$ cat src/realtime_dma_consts.svh
// Register offsets, field positions and reset values of the real-time DMA engine
`ifndef REALTIME_DMA_CONSTS_SVH
`define REALTIME_DMA_CONSTS_SVH

// Channel registers: byte offset = channel * 0x20 + index * 4
`define CH_STRIDE_LSB   5
`define OFF_SRC         3'h0
`define OFF_DST         3'h1
`define OFF_CNT         3'h2
`define OFF_CTRL        3'h3
`define OFF_STAT        3'h4
// Global registers sit above the channel block (byte address bit 9 set)
`define GLB_BIT         9
`define OFF_HIPRI       3'h0
`define OFF_STATUS      3'h1
`define OFF_FAULT       3'h2
// Count register fields
`define CNT_LEN_MSB     15
`define CNT_WRAP_LSB    16
// Reset values
`define CTRL_RST        17'h00000
`define HIPRI_RST       5'h00
`define WORD_RST        32'h00000000
// Number of priority levels and security zones
`define NUM_LEVELS      4
`define NUM_ZONES       4

`endif

$ cat src/realtime_dma_pkg.sv
// Types shared by the real-time DMA engine, its memory model and its bench
package realtime_dma_pkg;

	typedef struct packed {
		logic       burst;
		logic [1:0] zone;
		logic       int_end;
		logic       int_start;
		logic       circular;
		logic       continuous;
		logic [4:0] trig_sel;
		logic [1:0] prio;
		logic [1:0] width;
		logic       en;
	} chan_ctrl_t;

	typedef struct packed {
		logic [31:0] addr;
		logic [1:0]  size;
		logic        burst;
	} bus_req_t;

	typedef struct packed {
		logic [31:0] base;
		logic [31:0] limit;
	} zone_win_t;

	typedef struct packed {
		logic [15:0] idx;
		logic [31:0] off;
	} walk_t;

	typedef enum logic [1:0] {ST_IDLE, ST_RUN, ST_DONE} eng_state_t;

endpackage

$ cat src/realtime_dma.sv
// Real-time DMA engine: AHB-Lite registers, arbiter, transfer engine, protection
//
// Overview of operation
// - Ten software-configured channels move data between peripherals and memory.
// - Each channel pulses its own interrupt at transfer start and/or end.
// - Four priority levels per channel; one selected channel may override all.
// - Element width per channel is 8, 16, 32 or 64 bits.
// - Separate read and write ports; one word per cycle when not stalled.
// - Burst is flagged only for accesses inside the external memory port window.
// - Trigger comes from a system source or another channel's completion.
// - Triggers are edge sensitive; a held level starts only one transfer.
// - Linear or circular addressing; one-shot or continuous; interrupt options.
// - Protection unit checks every access against windows from the safety_security_firewall.
// - Each channel belongs to a security zone that selects its window.
// - In lockstep mode a duplicate arbiter is compared to detect faults.
//
// Chosen here: register access over AHB-Lite and the register offsets.
`timescale 1ns/1ps
`include "realtime_dma_consts.svh"
module realtime_dma
	import realtime_dma_pkg::*;
#(
	parameter int          NCH        = 10,
	parameter int          NTRIG      = 16,
	parameter int          DW         = 64,
	parameter int          FIFO_DEPTH = 16,
	parameter logic [31:0] EXT_BASE   = 32'h80000000,
	parameter logic [31:0] EXT_LIMIT  = 32'hbfffffff
) (
	// Clock, reset, enable
	input  wire logic                 hclk,
	input  wire logic                 hresetn,
	input  wire logic                 ce,
	// AHB-Lite slave
	input  wire logic                 hsel,
	input  wire logic [31:0]          haddr,
	input  wire logic [1:0]           htrans,
	input  wire logic                 hwrite,
	input  wire logic [2:0]           hsize,
	input  wire logic [31:0]          hwdata,
	input  wire logic                 hready,
	output logic [31:0]               hrdata,
	output logic                      hreadyout,
	output logic                      hresp,
	// Triggers and interrupts
	input  wire logic [NTRIG-1:0]     trig_in,
	output logic [NCH-1:0]            chan_irq,
	// Read port
	output logic                      rd_req,
	output bus_req_t                  rd_cmd,
	input  wire logic                 rd_ack,
	input  wire logic [DW-1:0]        rd_data,
	// Write port
	output logic                      wr_req,
	output bus_req_t                  wr_cmd,
	output logic [DW-1:0]             wr_data,
	input  wire logic                 wr_ack,
	// Protection and lockstep
	input  wire zone_win_t [3:0]      zone_win,
	input  wire logic                 lockstep_en,
	output logic                      lockstep_err
);
	localparam int NSRC = NTRIG + NCH;

	////////////////////////////////////////////////////////////////////////////////
	// Functions

	function automatic logic [4:0] chan_of(input logic [11:0] a);
		logic ok;
		ok = !a[`GLB_BIT] && (a[8:`CH_STRIDE_LSB] < 4'(NCH));
		return {ok, a[8:`CH_STRIDE_LSB]};
	endfunction

	// Elevated channel first, then level 3 down to 0, round robin after last grant
	function automatic logic [4:0] pick(input logic [NCH-1:0] pend,
		input chan_ctrl_t ctl [NCH], input logic [4:0] hi, input logic [3:0] last);
		logic [4:0] res;
		int         c;
		res = 5'h00;
		if (hi[4] && (hi[3:0] < 4'(NCH)) && pend[hi[3:0]])
			res = {1'b1, hi[3:0]};
		for (int lv = 0; lv < `NUM_LEVELS; lv++)
			for (int k = 0; k < NCH; k++)
			begin
				c = (int'(last) + 1 + k) % NCH;
				if (!res[4] && pend[c] && (ctl[c].prio == 2'(`NUM_LEVELS - 1 - lv)))
					res = {1'b1, 4'(c)};
			end
		return res;
	endfunction

	function automatic walk_t step(input walk_t w, input logic [15:0] wrap,
		input logic circ, input logic [1:0] width);
		walk_t n;
		n.idx = w.idx + 16'h1;
		n.off = w.off + (32'h1 << width);
		if (circ && (n.idx == wrap))
			n = '0;
		return n;
	endfunction

	function automatic logic zone_ok(input logic [31:0] a, input logic [1:0] z);
		return (a >= zone_win[z].base) && (a <= zone_win[z].limit);
	endfunction

	function automatic logic in_ext(input logic [31:0] a);
		return (a >= EXT_BASE) && (a <= EXT_LIMIT);
	endfunction

	////////////////////////////////////////////////////////////////////////////////
	// Storage

	logic [31:0]     src_reg [NCH];
	logic [31:0]     dst_reg [NCH];
	logic [31:0]     cnt_reg [NCH];
	chan_ctrl_t      ctrl_reg [NCH];
	logic [4:0]      hipri_reg;
	logic [NCH-1:0]  pend_reg;
	logic [NCH-1:0]  chfault_reg;
	logic [NCH-1:0]  done_pulse_reg;
	logic [NCH-1:0]  irq_reg;
	logic [NSRC-1:0] src_prev_reg;
	logic            ap_wr_reg;
	logic [11:0]     ap_addr_reg;
	logic [31:0]     hrdata_reg;
	logic [31:0]     rdata_next;
	eng_state_t      state_reg;
	logic [3:0]      act_reg;
	logic [3:0]      rr_reg;
	logic [3:0]      rr_shadow_reg;
	logic [4:0]      gnt_main_reg;
	logic [4:0]      gnt_shadow_reg;
	logic            lock_err_reg;
	logic            run_fault_reg;
	logic [15:0]     rd_left_reg;
	logic [15:0]     wr_left_reg;
	walk_t           rd_walk_reg;
	walk_t           wr_walk_reg;

	////////////////////////////////////////////////////////////////////////////////
	// AHB-Lite slave: zero wait, always OKAY, read data registered in address phase

	logic       take;
	logic [4:0] wsel;
	logic [4:0] rsel;
	assign take      = hsel & hready & htrans[1];
	assign wsel      = chan_of(ap_addr_reg);
	assign rsel      = chan_of(haddr[11:0]);
	assign hreadyout = 1'b1;
	assign hresp     = 1'b0;
	assign hrdata    = hrdata_reg;

	always_ff @(posedge hclk or negedge hresetn)
	begin
		if (!hresetn)
		begin
			ap_wr_reg   <= 1'b0;
			ap_addr_reg <= 12'h000;
		end
		else if (ce)
		begin
			ap_wr_reg   <= take & hwrite;
			ap_addr_reg <= haddr[11:0];
		end
	end

	always_comb
	begin
		rdata_next = `WORD_RST;
		if (rsel[4])
			unique case (haddr[4:2])
				`OFF_SRC:  rdata_next = src_reg[rsel[3:0]];
				`OFF_DST:  rdata_next = dst_reg[rsel[3:0]];
				`OFF_CNT:  rdata_next = cnt_reg[rsel[3:0]];
				`OFF_CTRL: rdata_next = 32'(ctrl_reg[rsel[3:0]]);
				`OFF_STAT: rdata_next = {13'h0000, chfault_reg[rsel[3:0]], pend_reg[rsel[3:0]],
					(state_reg != ST_IDLE) && (act_reg == rsel[3:0]),
					(act_reg == rsel[3:0]) ? wr_left_reg : 16'h0000};
				default:   rdata_next = `WORD_RST;
			endcase
		else if (haddr[`GLB_BIT])
			unique case (haddr[4:2])
				`OFF_HIPRI:  rdata_next = 32'(hipri_reg);
				`OFF_STATUS: rdata_next = {state_reg != ST_IDLE, 27'(act_reg), 4'h0} | 32'(pend_reg);
				`OFF_FAULT:  rdata_next = {lock_err_reg, 31'(chfault_reg)};
				default:     rdata_next = `WORD_RST;
			endcase
	end

	always_ff @(posedge hclk or negedge hresetn)
	begin
		if (!hresetn)
			hrdata_reg <= `WORD_RST;
		else if (ce && take && !hwrite)
			hrdata_reg <= rdata_next;
	end

	////////////////////////////////////////////////////////////////////////////////
	// Channel configuration; enable drops after a one-shot or faulted transfer

	always_ff @(posedge hclk or negedge hresetn)
	begin
		if (!hresetn)
		begin
			hipri_reg <= `HIPRI_RST;
			for (int c = 0; c < NCH; c++)
			begin
				src_reg[c]  <= `WORD_RST;
				dst_reg[c]  <= `WORD_RST;
				cnt_reg[c]  <= `WORD_RST;
				ctrl_reg[c] <= `CTRL_RST;
			end
		end
		else if (ce)
		begin
			if (state_reg == ST_DONE && (!ctrl_reg[act_reg].continuous || run_fault_reg))
				ctrl_reg[act_reg].en <= 1'b0;
			if (ap_wr_reg && wsel[4])
				unique case (ap_addr_reg[4:2])
					`OFF_SRC:  src_reg[wsel[3:0]]  <= hwdata;
					`OFF_DST:  dst_reg[wsel[3:0]]  <= hwdata;
					`OFF_CNT:  cnt_reg[wsel[3:0]]  <= hwdata;
					`OFF_CTRL: ctrl_reg[wsel[3:0]] <= hwdata[16:0];
					default:   ;
				endcase
			else if (ap_wr_reg && ap_addr_reg[`GLB_BIT] && ap_addr_reg[4:2] == `OFF_HIPRI)
				hipri_reg <= hwdata[4:0];
		end
	end

	////////////////////////////////////////////////////////////////////////////////
	// Triggers: system sources then channel completions, rising edge only

	logic [NSRC-1:0] src_vec;
	logic [NSRC-1:0] src_edge;
	logic [NCH-1:0]  pend_set;
	logic [4:0]      gnt;
	logic [4:0]      gnt_shadow;
	logic            start;
	assign src_vec    = {done_pulse_reg, trig_in};
	assign src_edge   = src_vec & ~src_prev_reg;
	assign gnt        = pick(pend_reg, ctrl_reg, hipri_reg, rr_reg);
	assign gnt_shadow = pick(pend_reg, ctrl_reg, hipri_reg, rr_shadow_reg);
	assign start      = (state_reg == ST_IDLE) && gnt[4];

	always_comb
	begin
		for (int c = 0; c < NCH; c++)
			pend_set[c] = ctrl_reg[c].en && (int'(ctrl_reg[c].trig_sel) < NSRC)
				&& src_edge[ctrl_reg[c].trig_sel];
	end

	always_ff @(posedge hclk or negedge hresetn)
	begin
		if (!hresetn)
		begin
			src_prev_reg <= '0;
			pend_reg     <= '0;
		end
		else if (ce)
		begin
			src_prev_reg <= src_vec;
			for (int c = 0; c < NCH; c++)
				if (pend_set[c])
					pend_reg[c] <= 1'b1;
				else if (!ctrl_reg[c].en || (start && gnt[3:0] == 4'(c)))
					pend_reg[c] <= 1'b0;
		end
	end

	////////////////////////////////////////////////////////////////////////////////
	// Transfer engine; one channel active, read and write sides run independently

	chan_ctrl_t act_ctl;
	logic [31:0] rd_addr;
	logic [31:0] wr_addr;
	logic        rd_ok;
	logic        wr_ok;
	logic        fifo_in_ready;
	logic        fifo_out_valid;
	logic        rd_fire;
	logic        wr_fire;
	logic        fault_now;
	assign act_ctl   = ctrl_reg[act_reg];
	assign rd_addr   = src_reg[act_reg] + rd_walk_reg.off;
	assign wr_addr   = dst_reg[act_reg] + wr_walk_reg.off;
	assign rd_ok     = zone_ok(rd_addr, act_ctl.zone);
	assign wr_ok     = zone_ok(wr_addr, act_ctl.zone);
	assign rd_req    = (state_reg == ST_RUN) && (rd_left_reg != 16'h0) && fifo_in_ready && rd_ok;
	assign wr_req    = (state_reg == ST_RUN) && fifo_out_valid && wr_ok;
	assign rd_fire   = rd_req & rd_ack;
	assign wr_fire   = wr_req & wr_ack;
	assign fault_now = ((rd_left_reg != 16'h0) && !rd_ok) || (fifo_out_valid && !wr_ok);
	assign rd_cmd    = '{addr: rd_addr, size: act_ctl.width,
		burst: act_ctl.burst && in_ext(rd_addr)};
	assign wr_cmd    = '{addr: wr_addr, size: act_ctl.width,
		burst: act_ctl.burst && in_ext(wr_addr)};

	dma_fifo #(
		.W     (DW),
		.DEPTH (FIFO_DEPTH)
	) data_fifo (
		.hclk      (hclk),
		.hresetn   (hresetn),
		.ce        (ce),
		.flush     (state_reg == ST_DONE),
		.in_valid  (rd_fire),
		.in_ready  (fifo_in_ready),
		.in_data   (rd_data),
		.out_valid (fifo_out_valid),
		.out_ready (wr_fire),
		.out_data  (wr_data)
	);

	always_ff @(posedge hclk or negedge hresetn)
	begin
		if (!hresetn)
		begin
			state_reg     <= ST_IDLE;
			act_reg       <= 4'h0;
			rr_reg        <= 4'h0;
			rd_left_reg   <= 16'h0000;
			wr_left_reg   <= 16'h0000;
			rd_walk_reg   <= '0;
			wr_walk_reg   <= '0;
			run_fault_reg <= 1'b0;
		end
		else if (ce)
		begin
			unique case (state_reg)
				ST_IDLE:
					if (start)
					begin
						act_reg       <= gnt[3:0];
						rr_reg        <= gnt[3:0];
						rd_left_reg   <= cnt_reg[gnt[3:0]][`CNT_LEN_MSB:0];
						wr_left_reg   <= cnt_reg[gnt[3:0]][`CNT_LEN_MSB:0];
						rd_walk_reg   <= '0;
						wr_walk_reg   <= '0;
						run_fault_reg <= 1'b0;
						state_reg     <= ST_RUN;
					end
				ST_RUN:
				begin
					if (rd_fire)
					begin
						rd_left_reg <= rd_left_reg - 16'h1;
						rd_walk_reg <= step(rd_walk_reg, cnt_reg[act_reg][31:`CNT_WRAP_LSB],
							act_ctl.circular, act_ctl.width);
					end
					if (wr_fire)
					begin
						wr_left_reg <= wr_left_reg - 16'h1;
						wr_walk_reg <= step(wr_walk_reg, cnt_reg[act_reg][31:`CNT_WRAP_LSB],
							act_ctl.circular, act_ctl.width);
					end
					if (fault_now)
					begin
						run_fault_reg <= 1'b1;
						state_reg     <= ST_DONE;
					end
					else if (wr_left_reg == 16'h0)
						state_reg <= ST_DONE;
				end
				ST_DONE:
					state_reg <= ST_IDLE;
			endcase
		end
	end

	////////////////////////////////////////////////////////////////////////////////
	// Interrupt pulses, completion links and per-channel fault flags

	always_ff @(posedge hclk or negedge hresetn)
	begin
		if (!hresetn)
		begin
			irq_reg        <= '0;
			done_pulse_reg <= '0;
			chfault_reg    <= '0;
		end
		else if (ce)
		begin
			irq_reg        <= '0;
			done_pulse_reg <= '0;
			if (start && ctrl_reg[gnt[3:0]].int_start)
				irq_reg[gnt[3:0]] <= 1'b1;
			if (state_reg == ST_DONE && act_ctl.int_end)
				irq_reg[act_reg] <= 1'b1;
			if (state_reg == ST_DONE && !run_fault_reg)
				done_pulse_reg[act_reg] <= 1'b1;
			for (int c = 0; c < NCH; c++)
				if (state_reg == ST_DONE && run_fault_reg && act_reg == 4'(c))
					chfault_reg[c] <= 1'b1;
				else if (ap_wr_reg && ap_addr_reg[`GLB_BIT] && ap_addr_reg[4:2] == `OFF_FAULT
					&& hwdata[c])
					chfault_reg[c] <= 1'b0;
		end
	end
	assign chan_irq = irq_reg;

	////////////////////////////////////////////////////////////////////////////////
	// Lockstep: a second arbiter with its own history must agree with the first

	always_ff @(posedge hclk or negedge hresetn)
	begin
		if (!hresetn)
		begin
			rr_shadow_reg  <= 4'h0;
			gnt_main_reg   <= 5'h00;
			gnt_shadow_reg <= 5'h00;
			lock_err_reg   <= 1'b0;
		end
		else if (ce)
		begin
			if (state_reg == ST_IDLE && gnt_shadow[4])
				rr_shadow_reg <= gnt_shadow[3:0];
			gnt_main_reg   <= gnt;
			gnt_shadow_reg <= gnt_shadow;
			if (lockstep_en && gnt_main_reg != gnt_shadow_reg)
				lock_err_reg <= 1'b1;
			else if (ap_wr_reg && ap_addr_reg[`GLB_BIT] && ap_addr_reg[4:2] == `OFF_FAULT
				&& hwdata[31])
				lock_err_reg <= 1'b0;
		end
	end
	assign lockstep_err = lock_err_reg;
endmodule // realtime_dma

$ cat src/dma_fifo.sv
// Parameterised synchronous FIFO between the read and write ports
`timescale 1ns/1ps
module dma_fifo #(
	parameter int W     = 64,
	parameter int DEPTH = 16
) (
	// Clock, reset, enable
	input  wire logic         hclk,
	input  wire logic         hresetn,
	input  wire logic         ce,
	input  wire logic         flush,
	// Fill side
	input  wire logic         in_valid,
	output logic              in_ready,
	input  wire logic [W-1:0] in_data,
	// Drain side
	output logic              out_valid,
	input  wire logic         out_ready,
	output logic [W-1:0]      out_data
);
	localparam int PW = $clog2(DEPTH);

	logic [W-1:0] mem [DEPTH];
	logic [PW-1:0] wptr_reg;
	logic [PW-1:0] rptr_reg;
	logic [PW:0]   count_reg;
	logic          push;
	logic          pop;

	assign in_ready  = (count_reg != (PW+1)'(DEPTH));
	assign out_valid = (count_reg != '0);
	assign push      = in_valid & in_ready;
	assign pop       = out_valid & out_ready;
	assign out_data  = mem[rptr_reg];

	always_ff @(posedge hclk)
	begin
		if (ce && push)
			mem[wptr_reg] <= in_data;
	end

	always_ff @(posedge hclk or negedge hresetn)
	begin
		if (!hresetn)
		begin
			wptr_reg  <= '0;
			rptr_reg  <= '0;
			count_reg <= '0;
		end
		else if (ce)
		begin
			if (flush)
			begin
				wptr_reg  <= '0;
				rptr_reg  <= '0;
				count_reg <= '0;
			end
			else
			begin
				if (push)
					wptr_reg <= (wptr_reg == PW'(DEPTH-1)) ? '0 : wptr_reg + 1'b1;
				if (pop)
					rptr_reg <= (rptr_reg == PW'(DEPTH-1)) ? '0 : rptr_reg + 1'b1;
				count_reg <= count_reg + (PW+1)'(push) - (PW+1)'(pop);
			end
		end
	end
endmodule // dma_fifo

$ cat config.mk
export PLATFORM = sky130hd
export DESIGN_NAME = realtime_dma
export DESIGN_NICKNAME = d
export VERILOG_FILES = /design/src/realtime_dma_pkg.sv /design/src/realtime_dma.sv /design/src/dma_fifo.sv
export VERILOG_INCLUDE_DIRS = /design/src
export SDC_FILE = /design/constraint.sdc
export NUM_CORES = 2
export LEC_CHECK = 0
export BUFFER_PORTS_ARGS = -buffer_cell sky130_fd_sc_hd__buf_2
export CORE_MARGIN = 3
export CORE_UTILIZATION = 54
export DETAILED_ROUTE_END_ITERATION = 10
export PLACE_DENSITY = 0.73
export SYNTH_ARGS = -nofsm -noshare
export SYNTH_HDL_FRONTEND = slang
export SYNTH_SLANG_ARGS = --single-unit
$ cat constraint.sdc
create_clock -name hclk -period 17.3 [get_ports hclk]
set_clock_uncertainty 0.1 [all_clocks]
set_input_delay 0 -clock hclk [delete_from_list [all_inputs] [get_ports hclk]]
set_output_delay 0 -clock hclk [all_outputs]
set_load 0.01 [all_outputs]
==> impl_summary.log <==
INFO  metric synthDominantCellAreaShare = 24.6%
INFO  metric tritoncts.num_buffers = 242
INFO  metric floorplan.initialDensity = 54.4%
INFO  metric finalHoldViolCount = 0
INFO  metric result_of_the_run = finished clean
INFO  metric port_buffers = 564
INFO  metric largest-register = data_fifo.mem
INFO  metric final_period_minus_worst_setup_slack = 13.27 ns
INFO  metric drcViolationCount = 0
INFO  metric register_bit_count_reported_by_yosys = 2429
INFO  metric core = 263000 sq um
INFO  metric synthMostInstantiatedCell = dfrtp_1
INFO  metric detailedRoute.firstIterationViolations = 14000
INFO  metric max_cap_violations = 0
INFO  metric timing.critical_path.mode_cell = a21oi_1
INFO  metric die-area = 271000 sq um
INFO  metric route.vias.total = 112000
INFO  metric synthesis_to_finish_area_growth = 11.4%
INFO  metric slack_of_the_worst_reg_to_reg_path = 4.03 ns
INFO  metric power.density = 212 nW/um^2
INFO  metric cts.reportedPaths.clkPinSlew = 0.06 ns
INFO  metric cpMaxStageDelayCell = dfrtp_4
INFO  metric path_max_fanout = 38
INFO  metric timing.critical_path.slowest_cell_delay = 0.91 ns
INFO  metric unrepaired_setup_endpoints_after_global_routing = no
INFO  metric ys_dominant_reg_cell = dfrtp_1
INFO  metric clk_path_buf_depth = 4
INFO  metric finalSetupTns = 0 ns
INFO  metric pin_count = 595
INFO  metric syn_area_per_cell = 11.9 sq um
INFO  metric antenna_left = 0
INFO  metric grt_pass1_wl = 727 mm
INFO  metric timing.slew.headroom = 5.17%
INFO  metric nNetsFinal = 13100
INFO  metric critical_path_required = 17.68 ns
INFO  metric slew_of_the_pin_with_the_lowest_slew_margin = 1.41 ns
INFO  metric setup.worst_path.end_class = flip-flop
INFO  metric dieWidth = 521 um
INFO  metric final.period_utilization = 76.7%
INFO  metric p_leak = 66.4 nW
INFO  metric min_path_type = in -> reg
INFO  metric cts_tree = built
INFO  metric drive_gt1_share = 27.5%
INFO  metric final_util = 60.7%
INFO  metric ys_top_cells_by_count = dfrtp_1 (1405), mux2_2 (1397), edfxtp_1 (1024), nand2_1 (862), o21ai_0 (704)
INFO  metric critical_path_arrival = 13.65 ns
INFO  metric holdWs = 0.0759 ns
INFO  metric synth-edff-count = 1024
INFO  metric gp_congestion = 0.979
INFO  metric totalPowerFinal = 33.9 mW
INFO  metric place_worst_setup_slack = 4.46 ns
INFO  metric largest_register_ff_count = 1024
INFO  metric avgRoutedWirePerCell = 30.7 um
INFO  metric placed_area = 149000 sq um
INFO  metric clock_latency = 0.96 ns
INFO  metric synthDistinctLibCells = 130
INFO  metric synth_top_cell_by_area = dfrtp_1
INFO  metric drv_slew = 0
INFO  metric criticalPathCategory = reg -> reg
INFO  metric synth.top_cells.by_area = dfrtp_1 (25%), edfxtp_1 (21%), mux2_2 (11%), mux4_2 (9.8%), mux2i_1 (4.8%)
INFO  metric via_per_inst = 6.92
INFO  metric cts_num_sinks = 2429
INFO  metric dp_hpwl = 325 mm
INFO  metric layout_setup_ws = 4.03 ns
INFO  metric final_cells = 16100
INFO  metric gr-total-overflow = 0
INFO  metric cts_repair_resize_count = 0
INFO  metric grt_max_degree = 164
INFO  metric global_route.usage.total = 35.5%
INFO  metric grt_pass1_vias = 111000
INFO  metric htree_levels = 4
INFO  metric maxClockFrequency = 75.3 MHz
INFO  metric combined_area_of_all_synthesized_cells = 143000 sq um
INFO  metric cp-start-kind = flip-flop
INFO  metric firstDrtPassIters = 9
INFO  metric syn_inst = 12000
INFO  metric warnings_from_yosys = 0
INFO  metric final_cell_area = 160000 sq um
INFO  metric cts_root_buffer = clkbuf_16
INFO  metric synth_seq_area_share = 46.0%
INFO  metric dieHeight = 521 um
INFO  metric synthesis.nets = 12700
INFO  metric placed_instances = 15500
INFO  metric async_flop_share = 57.8%
INFO  metric ir_drop = 0.00117 V
INFO  metric wl = 496 mm
INFO  metric setup_viol = 0
INFO  metric antenna_violations_before_repair = 66
INFO  metric std_cell_rows = 188
==> path summary, 6_finish.rpt <==
path / start / to / cells past startpoint
setup / recovery: rr_reg[1] / data_fifo.mem[3][56] / 41
hold / removal: haddr[8] / hrdata[10] / 5
setup reg to reg: rr_reg[1] / data_fifo.mem[3][56] / 41
hold reg to reg: hrdata[1] / hrdata[1] / 2
max in group asynchronous: hresetn / rr_shadow_reg[0] / 6
min in group asynchronous: hresetn / hrdata[15] / 4
==> routing by layer <==
metal  share of wire (%)  GRT usage [%]  wire, um
met1                  38           47.3    188000
met2                  46           55.2    226000
met3                  11           9.21     56300
met4                 5.0           15.8     25000
met5               0.060              0       299
==> where the power goes <==
group          internal, mW  total (mW)  switching [mW]
combinational          7.10        22.2            15.1
sequential             6.15        6.41           0.266
clock                  3.01        5.27            2.26
==> kinds of logic (layout without fill, tap and decap cells) <==
kind of cell / after synthesis / after routing / synth area share (%)
muxes: 2707 / 2707 / 25.6
and+or+nand+nor: 2644 / 2644 / 8.84
AOI/OAI and AO/OA: 2593 / 2593 / 12.2
DFF: 2429 / 2429 / 46.0
buffers and inverters: 1070 / 1657 / 2.95
adders and majority gates: 327 / 327 / 2.88
xor gates and xnor gates: 232 / 232 / 1.50
other: 2 / 35 / 0.00525
==> what timing repair did <==
item	in CTS	in global routing
endpoints found under the setup margin	0	0
setup buffers	0	0
endpoints found under the hold margin	2386	0
hold buffers	218	0
==> cell usage in the layout, fill, tap and decap left out, types with 36 or more instances in the layout <==
cell and count:
a211oi_1 71, a21o_1 97, a21oi_1 387, a221oi_1 95
a22o_1 44, a22oi_1 248, a31oi_1 80, and2_1 66
and3_1 74, buf_2 559, buf_4 254, clkbuf_1 40
clkbuf_16 244, clkinv_2 52, dfrtp_1 1396, dlygate4sd3_1 217
edfxtp_1 1024, ha_1 319, inv_1 171, mux2_2 1397
mux2i_1 686, mux4_2 623, nand2_1 832, nand2b_1 110
nand3_1 251, nand4_1 77, nor2_1 626, nor2b_1 75
nor3_1 151, nor3b_1 36, nor4_1 53, o211ai_1 75
o21a_1 43, o21ai_0 699, o22ai_1 159, o31ai_1 57
or2_2 46, or3_1 53, xnor2_1 155, xor2_1 62
==> cell type report <==
cell class              count  area [sq um]
fillers                 20200        103000
multi-input cells        8505         73500
flip-flops and latches   2429         65900
repair buffers           1042          7110
clock buffers             314          6670
well taps                3515          4400
clock inverters           115          1160
inverters                 186           701
diodes                     33          82.6
==> critical path, delay by kind of cell, from the launching register on <==
kind                       cells  cell delay (ns)
and+or+nand+nor               11             3.09
buffers and inverters          3             1.51
DFF                            1             0.91
AOI/OAI and AO/OA             23             5.76
adders and majority gates      3             1.06
xor gates and xnor gates       1             0.22
(Power assumes the default switching activity.)
